**src/logic/nbep_pkg.sv**
```systemverilog
// How it works
// - At most four partial programs per page; only the last programmed page is counted.
// - Never erase a block marked bad.
// - Scan all blocks after install; retire bad.
// - Read marker column; 00h means bad block.
// - Status read after erase; fail means replace.
// - Status read after program; fail means replace.
// - Program fail: reload, rewrite elsewhere, retire.
// - Erase fail: record block, block later access.
// - ECC corrects eight bits per 512 bytes.
// - Rewrite data before errors become uncorrectable.
// - Retire only on status fail, not ECC.
// - Spread spare use evenly across blocks.
// - Pad unused page areas with ones.
// - Status comes back after command 70h.
package nbep_pkg;

    // ************************************************************
    // Geometry
    // ************************************************************
    localparam int unsigned NUM_BLOCKS = 1024;
    localparam int unsigned BLK_W = 10;
    localparam int unsigned PAGE_W = 6;
    localparam int unsigned COL_W = 12;
    localparam int unsigned CNT_W = 11;
    localparam int unsigned MIN_GOOD_BLOCKS = 1004;
    localparam logic [CNT_W-1:0] MAX_BAD_BLOCKS = CNT_W'(NUM_BLOCKS - MIN_GOOD_BLOCKS);
    localparam logic [BLK_W-1:0] LAST_BLOCK = BLK_W'(NUM_BLOCKS - 1);
    localparam logic [CNT_W-1:0] SPARE_HOPS = CNT_W'(NUM_BLOCKS);

    // ************************************************************
    // Policy figures
    // ************************************************************
    localparam logic [2:0] PP_MAX = 3'h4;
    localparam int unsigned ECC_UNIT_BYTES = 512;
    localparam logic [4:0] ECC_MAX_CORR = 5'h08;
    localparam logic [4:0] ECC_REWRITE_AT = 5'h06;
    localparam logic [7:0] BAD_MARK = 8'h00;
    localparam logic [7:0] PAD_FILL = 8'hff;
    localparam logic [PAGE_W-1:0] SCAN_PAGE = 6'h00;
    localparam logic [COL_W-1:0] SCAN_COL = 12'h800;
    localparam int unsigned STAT_FAIL_BIT = 0;

    // ************************************************************
    // Command bytes
    // ************************************************************
    localparam logic [7:0] CMD_READ = 8'h00;
    localparam logic [7:0] CMD_PROG = 8'h80;
    localparam logic [7:0] CMD_ERASE = 8'h60;
    localparam logic [7:0] CMD_STATUS = 8'h70;

    // ************************************************************
    // Types
    // ************************************************************
    localparam logic [1:0] OP_READ = 2'h0;
    localparam logic [1:0] OP_PROG = 2'h1;
    localparam logic [1:0] OP_ERASE = 2'h2;

    typedef enum logic [2:0] {
        ST_SCAN,
        ST_IDLE,
        ST_CHECK,
        ST_OP,
        ST_STATUS,
        ST_SPARE
    } nbep_state_e;

endpackage : nbep_pkg

```
**src/logic/nbep_bad_table.sv**
```systemverilog
`timescale 1ns/1ps
module nbep_bad_table
    import nbep_pkg::*;
(
    // Clock and reset
    input wire logic clk,
    input wire logic nrst,
    // Marking port
    input wire logic mark,
    input wire logic [BLK_W-1:0] mark_blk,
    // Lookup ports
    input wire logic [BLK_W-1:0] look_blk,
    output logic look_bad,
    input wire logic [BLK_W-1:0] chk_blk,
    output logic chk_bad,
    // Totals
    output logic [CNT_W-1:0] bad_cnt,
    output logic over_limit
);

    typedef struct packed {
        logic [NUM_BLOCKS-1:0] bad;
        logic [CNT_W-1:0] cnt;
        logic over;
    } nbep_tbl_s;

    nbep_tbl_s tbl_r;
    nbep_tbl_s tbl_nxt;
    logic [NUM_BLOCKS-1:0] set_vec;

    genvar i;
    generate
        for (i = 0; i < NUM_BLOCKS; i++) begin : g_entry
            assign set_vec[i] = mark && (mark_blk == BLK_W'(i));
        end
    endgenerate

    always_comb begin
        tbl_nxt = tbl_r;
        tbl_nxt.bad = tbl_r.bad | set_vec;
        if (mark && !tbl_r.bad[mark_blk]) begin
            tbl_nxt.cnt = tbl_r.cnt + CNT_W'(1);
        end
        // A count past this means the part is worn beyond its rated spare pool.
        tbl_nxt.over = tbl_nxt.cnt > MAX_BAD_BLOCKS;
    end

    always_ff @(posedge clk) begin
        if (!nrst) begin
            tbl_r <= '0;
        end else begin
            tbl_r <= tbl_nxt;
        end
    end

    assign look_bad = tbl_r.bad[look_blk];
    assign chk_bad = tbl_r.bad[chk_blk];
    assign bad_cnt = tbl_r.cnt;
    assign over_limit = tbl_r.over;
endmodule : nbep_bad_table

```
**src/logic/nbep_host_ctrl.sv**
```systemverilog
`timescale 1ns/1ps
module nbep_host_ctrl
    import nbep_pkg::*;
(
    // Clock and reset
    input wire logic clk,
    input wire logic nrst,
    // User request
    input wire logic usr_req,
    input wire logic [1:0] usr_op,
    input wire logic [BLK_W-1:0] usr_blk,
    input wire logic [PAGE_W-1:0] usr_page,
    input wire logic [COL_W-1:0] usr_col,
    input wire logic [7:0] usr_wdata,
    input wire logic usr_pad,
    // User answer
    output logic usr_ready,
    output logic usr_done,
    output logic usr_fail,
    output logic usr_rejected,
    output logic [7:0] usr_rdata,
    output logic usr_reload,
    output logic [BLK_W-1:0] usr_new_blk,
    // ECC report
    input wire logic ecc_valid,
    input wire logic [4:0] ecc_nerr,
    output logic ecc_rewrite,
    output logic ecc_uncorr,
    // Table state
    output logic scan_done,
    output logic [CNT_W-1:0] bad_count,
    output logic bad_over_limit,
    // Flash link
    output logic nf_req,
    output logic [7:0] nf_cmd,
    output logic [BLK_W-1:0] nf_blk,
    output logic [PAGE_W-1:0] nf_page,
    output logic [COL_W-1:0] nf_col,
    output logic [7:0] nf_wdata,
    input wire logic nf_ack,
    input wire logic [7:0] nf_rdata
);

    typedef struct packed {
        nbep_state_e st;
        logic [1:0] op;
        logic pad;
        logic [BLK_W-1:0] scan_blk;
        logic [BLK_W-1:0] cand;
        logic [BLK_W-1:0] wear_ptr;
        logic [CNT_W-1:0] hops;
        logic pp_valid;
        logic [BLK_W-1:0] pp_blk;
        logic [PAGE_W-1:0] pp_page;
        logic [2:0] pp_cnt;
        logic usr_ready;
        logic usr_done;
        logic usr_fail;
        logic usr_rejected;
        logic [7:0] usr_rdata;
        logic usr_reload;
        logic [BLK_W-1:0] usr_new_blk;
        logic ecc_rewrite;
        logic ecc_uncorr;
        logic scan_done;
        logic nf_req;
        logic [7:0] nf_cmd;
        logic [BLK_W-1:0] nf_blk;
        logic [PAGE_W-1:0] nf_page;
        logic [COL_W-1:0] nf_col;
        logic [7:0] nf_wdata;
    } nbep_ctrl_s;

    nbep_ctrl_s s_r;
    nbep_ctrl_s s_nxt;
    logic tbl_mark;
    logic [BLK_W-1:0] tbl_mark_blk;
    logic [BLK_W-1:0] look_blk;
    logic look_bad;
    logic chk_bad;
    logic same_page;

    // ************************************************************
    // Bad block table
    // ************************************************************
    nbep_bad_table u_table (
        .clk(clk),
        .nrst(nrst),
        .mark(tbl_mark),
        .mark_blk(tbl_mark_blk),
        .look_blk(look_blk),
        .look_bad(look_bad),
        .chk_blk(s_r.nf_blk),
        .chk_bad(chk_bad),
        .bad_cnt(bad_count),
        .over_limit(bad_over_limit)
    );

    assign look_blk = (s_r.st == ST_SPARE) ? s_r.cand : s_r.nf_blk;
    assign same_page = s_r.pp_valid && (s_r.pp_blk == s_r.nf_blk) && (s_r.pp_page == s_r.nf_page);

    // ************************************************************
    // Sequencer
    // ************************************************************
    always_comb begin
        s_nxt = s_r;
        tbl_mark = 1'b0;
        tbl_mark_blk = s_r.nf_blk;
        s_nxt.usr_done = 1'b0;
        s_nxt.usr_rejected = 1'b0;
        s_nxt.usr_reload = 1'b0;
        // Correctable errors only advise a rewrite; they never retire a block.
        s_nxt.ecc_uncorr = ecc_valid && (ecc_nerr > ECC_MAX_CORR);
        s_nxt.ecc_rewrite = ecc_valid && (ecc_nerr >= ECC_REWRITE_AT)
            && (ecc_nerr <= ECC_MAX_CORR);
        unique case (s_r.st)
            ST_SCAN: begin
                if (!s_r.nf_req) begin
                    s_nxt.nf_req = 1'b1;
                    s_nxt.nf_cmd = CMD_READ;
                    s_nxt.nf_blk = s_r.scan_blk;
                    s_nxt.nf_page = SCAN_PAGE;
                    s_nxt.nf_col = SCAN_COL;
                end else if (nf_ack) begin
                    s_nxt.nf_req = 1'b0;
                    tbl_mark = (nf_rdata == BAD_MARK);
                    tbl_mark_blk = s_r.scan_blk;
                    s_nxt.scan_blk = s_r.scan_blk + BLK_W'(1);
                    if (s_r.scan_blk == LAST_BLOCK) begin
                        s_nxt.st = ST_IDLE;
                        s_nxt.scan_done = 1'b1;
                        s_nxt.usr_ready = 1'b1;
                    end
                end
            end
            ST_IDLE: begin
                if (usr_req) begin
                    s_nxt.usr_ready = 1'b0;
                    s_nxt.op = usr_op;
                    s_nxt.pad = usr_pad;
                    s_nxt.nf_blk = usr_blk;
                    s_nxt.nf_page = usr_page;
                    s_nxt.nf_col = usr_col;
                    s_nxt.nf_wdata = usr_pad ? PAD_FILL : usr_wdata;
                    s_nxt.st = ST_CHECK;
                end
            end
            ST_CHECK: begin
                // Retired blocks are refused outright; erasing one could wipe its mark.
                if (look_bad || (s_r.op == OP_PROG && same_page && s_r.pp_cnt == PP_MAX)
                        || s_r.op == 2'h3) begin
                    s_nxt.usr_rejected = 1'b1;
                    s_nxt.usr_done = 1'b1;
                    s_nxt.usr_fail = 1'b1;
                    s_nxt.usr_ready = 1'b1;
                    s_nxt.st = ST_IDLE;
                end else begin
                    s_nxt.nf_req = 1'b1;
                    s_nxt.nf_cmd = (s_r.op == OP_READ) ? CMD_READ :
                        (s_r.op == OP_PROG) ? CMD_PROG : CMD_ERASE;
                    if (s_r.op == OP_PROG) begin
                        s_nxt.pp_valid = 1'b1;
                        s_nxt.pp_blk = s_r.nf_blk;
                        s_nxt.pp_page = s_r.nf_page;
                        s_nxt.pp_cnt = same_page ? s_r.pp_cnt + 3'h1 : 3'h1;
                    end
                    s_nxt.st = ST_OP;
                end
            end
            ST_OP: begin
                if (!s_r.nf_req) begin
                    s_nxt.nf_req = 1'b1;
                    s_nxt.nf_cmd = CMD_PROG;
                end else if (nf_ack) begin
                    s_nxt.nf_req = 1'b0;
                    if (s_r.op == OP_READ) begin
                        s_nxt.usr_rdata = nf_rdata;
                        s_nxt.usr_done = 1'b1;
                        s_nxt.usr_fail = 1'b0;
                        s_nxt.usr_ready = 1'b1;
                        s_nxt.st = ST_IDLE;
                    end else begin
                        s_nxt.st = ST_STATUS;
                    end
                end
            end
            ST_STATUS: begin
                if (!s_r.nf_req) begin
                    s_nxt.nf_req = 1'b1;
                    s_nxt.nf_cmd = CMD_STATUS;
                end else if (nf_ack) begin
                    s_nxt.nf_req = 1'b0;
                    if (nf_rdata[STAT_FAIL_BIT]) begin
                        tbl_mark = 1'b1;
                        if (s_r.op == OP_PROG) begin
                            // The failed block is retired; pick a spare from the wear pointer.
                            s_nxt.usr_reload = 1'b1;
                            s_nxt.cand = s_r.wear_ptr;
                            s_nxt.hops = '0;
                            s_nxt.st = ST_SPARE;
                        end else begin
                            s_nxt.usr_done = 1'b1;
                            s_nxt.usr_fail = 1'b1;
                            s_nxt.usr_ready = 1'b1;
                            s_nxt.st = ST_IDLE;
                        end
                    end else begin
                        if (s_r.op == OP_ERASE && s_r.pp_blk == s_r.nf_blk) begin
                            s_nxt.pp_valid = 1'b0;
                        end
                        s_nxt.usr_new_blk = s_r.nf_blk;
                        s_nxt.usr_done = 1'b1;
                        s_nxt.usr_fail = 1'b0;
                        s_nxt.usr_ready = 1'b1;
                        s_nxt.st = ST_IDLE;
                    end
                end
            end
            ST_SPARE: begin
                if (s_r.hops == SPARE_HOPS) begin
                    s_nxt.usr_done = 1'b1;
                    s_nxt.usr_fail = 1'b1;
                    s_nxt.usr_ready = 1'b1;
                    s_nxt.st = ST_IDLE;
                end else if (look_bad) begin
                    s_nxt.cand = s_r.cand + BLK_W'(1);
                    s_nxt.hops = s_r.hops + CNT_W'(1);
                end else begin
                    s_nxt.nf_blk = s_r.cand;
                    s_nxt.wear_ptr = s_r.cand + BLK_W'(1);
                    s_nxt.pp_valid = 1'b1;
                    s_nxt.pp_blk = s_r.cand;
                    s_nxt.pp_page = s_r.nf_page;
                    s_nxt.pp_cnt = 3'h1;
                    s_nxt.st = ST_OP;
                end
            end
        endcase
    end

    always_ff @(posedge clk) begin
        if (!nrst) begin
            s_r <= '0;
        end else begin
            s_r <= s_nxt;
        end
    end

    assign usr_ready = s_r.usr_ready;
    assign usr_done = s_r.usr_done;
    assign usr_fail = s_r.usr_fail;
    assign usr_rejected = s_r.usr_rejected;
    assign usr_rdata = s_r.usr_rdata;
    assign usr_reload = s_r.usr_reload;
    assign usr_new_blk = s_r.usr_new_blk;
    assign ecc_rewrite = s_r.ecc_rewrite;
    assign ecc_uncorr = s_r.ecc_uncorr;
    assign scan_done = s_r.scan_done;
    assign nf_req = s_r.nf_req;
    assign nf_cmd = s_r.nf_cmd;
    assign nf_blk = s_r.nf_blk;
    assign nf_page = s_r.nf_page;
    assign nf_col = s_r.nf_col;
    assign nf_wdata = s_r.nf_wdata;
endmodule : nbep_host_ctrl

```
**config.mk**
```make
export PLATFORM = sky130hd
export DESIGN_NAME = nbep_host_ctrl
export DESIGN_NICKNAME = d
export VERILOG_FILES = /design/src/logic/nbep_pkg.sv /design/src/logic/nbep_bad_table.sv /design/src/logic/nbep_host_ctrl.sv
export SDC_FILE = /design/constraint.sdc
export NUM_CORES = 2
export LEC_CHECK = 0
export ABC_AREA = 1
export BUFFER_PORTS_ARGS = -buffer_cell sky130_fd_sc_hd__buf_4
export CAP_MARGIN = 15
export CORE_ASPECT_RATIO = 1.4
export CORE_MARGIN = 8
export CORE_UTILIZATION = 40
export DETAILED_ROUTE_END_ITERATION = 8
export PLACE_DENSITY = 0.64
export SLEW_MARGIN = 20
export SYNTH_ARGS = -nofsm -noshare
export SYNTH_HDL_FRONTEND = slang
export SYNTH_HIERARCHICAL = 1
export SYNTH_SLANG_ARGS = --single-unit
```
**constraint.sdc**
```tcl
create_clock -name clk -period 5.8 [get_ports clk]
set_input_delay 0.87 -clock clk [delete_from_list [all_inputs] [get_ports clk]]
set_output_delay 0.87 -clock clk [all_outputs]
set_load 0.05 [all_outputs]
```
==> flow_summary.yaml <==
outcome:
  outcome: "finished, final reports clean"
place:
  place_congestion: 0.965
  hpwl_um: 155000
  placed_cells: 11700
  port_buffers: 135
die:
  core_um2: 154000
  io_pins: 140
  die_h_um: 482
  die-width_um: 349
  num_rows: 171
  die_area_um2: 168000
  initial_utilization: 0.401
cells_and_area:
  multi_input_area_um2: 30800
  finalNonFillerCells: 11900
  final_common_cell: "nand2_1"
  final_cell_mix: "3007 x nand2_1, 1482 x a21oi_1, 1168 x dfxtp_1"
  final-seq-area_um2: 23400
  fin_nets: 9801
  drive_gt1_frac: 0.0665
  fill_cells: 16200
  area_growth_pct: 11.1
clock_network:
  root_buffer: "clkbuf_16"
  cts_hold_buffers: 0
  htree_levels: 3
  cts_tree: "done"
  worstSkewPairLatency_ns: 0.75
  cts_buffer_depth: 3
  numCtsBuffers: 115
  clk_pin_slew_ns: 0.07
  numClockSinks: 1168
detailed_routing:
  drc: 0
  post_drt_wl_per_cell_um: 20.3
  vias_per_cell: 5.53
  drt-pass1-iter-count: 7
  vias: 65800
  drtIter0Drc: 7298
  totalWireLength_um: 242000
  ant_nets: 0
global_route:
  grt_max_degree: 219
  overflow: 0
  grt_pass1_vias: 62200
  track_usage: 0.275
  grt_pass1_wl_um: 366000
  antenna_found_initial: 8
sta:
  hold_viol: 0
  finalClockSkew_ns: 0.0348
  min_period_ns: 5.54
  fmax_ghz: 0.181
  grt_setup_unrepaired: "no"
  slew_violations: 0
  setup_viol: 0
  min_period_over_period: 0.955
  setup-tns-final_ns: 0
  max_slew_margin: 0.145
  tightest_slew_ns: 1.28
logic_synthesis:
  avgSynthCellArea_um2: 6.22
  yosysWarningCount: 6
  netlist_instances: 9977
  netlist_area_um2: 62000
setup_path:
  cp_slowest_cell: "o22ai_1"
  cpPeakStageDelay_ns: 0.52
  path_class: "reg2reg"
  required_ns: 6.45
  critical_path_arrival_ns: 6.19
  critPathMaxFanout: 50
  worst_path_most_repeated_cell: "nand2_1"
  end_kind: "flop"
  start_kind: "flop"
power:
  vdd_drop_max_mv: 0.236
  power_leakage_nw: 24.4
  power_density_nw_per_um2: 260
hold_path:
  hold_class: "in2reg"
run:
  maxCapViolations: 0
[final cells by class]
cell class | instances | share of cell area
diodes | 7 | 0.000254
clock buffers | 176 | 0.0501
clock inverters | 36 | 0.00537
inverters | 1150 | 0.0631
multi-input cells | 6889 | 0.447
flip-flops and latches | 1168 | 0.339
well taps | 2076 | 0.0377
repair buffers | 412 | 0.0574
[sequential cells by signal, summed over array words and instances (netlist names)]
| signal | count |
|---|---|
| usr_reload | 1 |
| usr_rejected | 1 |
| nf_blk | 10 |
| usr_rdata | 8 |
| usr_new_blk | 10 |
| usr_ready | 1 |
| nf_page | 6 |
| nf_col | 12 |
| nf_cmd | 3 |
| u_table/over_limit | 1 |
| nf_wdata | 8 |
| usr_done | 1 |
| u_table/tbl_r | 1024 |
| ecc_rewrite | 1 |
| ecc_uncorr | 1 |
| scan_done | 1 |
| nf_req | 1 |
| s_r | 66 |
| u_table/bad_cnt | 11 |
| usr_fail | 1 |
[path summary, 6_finish.rpt]
check,endpoint,slack (ns),cells after the start,start
hold / removal,usr_rdata[4]$_SDFFE_PN0P_,0.36,3,nf_rdata[4]
setup reg to reg,s_r[113]$_SDFFE_PN0P_,0.26,27,s_r[135]$_SDFFE_PN0P_
setup / recovery,s_r[113]$_SDFFE_PN0P_,0.26,27,s_r[135]$_SDFFE_PN0P_
hold reg to reg,u_table/tbl_r[886]$_SDFF_PN0_,0.46,2,u_table/tbl_r[886]$_SDFF_PN0_
[critical path, delay by kind of cell (launching register included)]
family | cells | cell delay, ns
AOI/OAI and AO/OA | 11 | 2.35
buffers and inverters | 6 | 1.17
DFF | 1 | 0.43
and+or+nand+nor | 10 | 1.43
[metal layers]
metal  part of all wire  vias up  track usage
li1                   -    31200            -
met1               0.38    30500        0.316
met2               0.46     3190        0.456
met3              0.086      926       0.0504
met4              0.080        6        0.198
met5            0.00017        -            0
[per-stage QoR]
| step | hold WS (ns) | util | worst slack (ns) | instance area, um^2 | power [mW] |
|---|---|---|---|---|---|
| after global placement | 0.446 | 0.421 | 0.203 | 65100 | 10.3 |
| after global routing | 0.347 | 0.446 | 0.0423 | 68900 | 18.4 |
| after CTS | 0.313 | 0.446 | 0.187 | 68900 | 18.0 |
| after detailed placement | 0.452 | 0.421 | 0.201 | 65100 | 10.3 |
| final | 0.356 | 0.446 | 0.263 | 68900 | 17.9 |
| after floorplan | 0.425 | - | 1.58 | 62000 | 9.37 |
[where the power goes]
| part | switching (mW) | internal, mW |
|---|---|---|
| Combinational | 1.58 | 0.532 |
| Sequential | 0.00950 | 8.03 |
| Clock | 3.41 | 4.35 |
[repair_timing]
item                       4_1_cts  5_1_grt
setup endpoints to repair        0        8
buffers inserted                 0        1
gates resized for setup          0        2
Power figures use the tool's default switching activity.
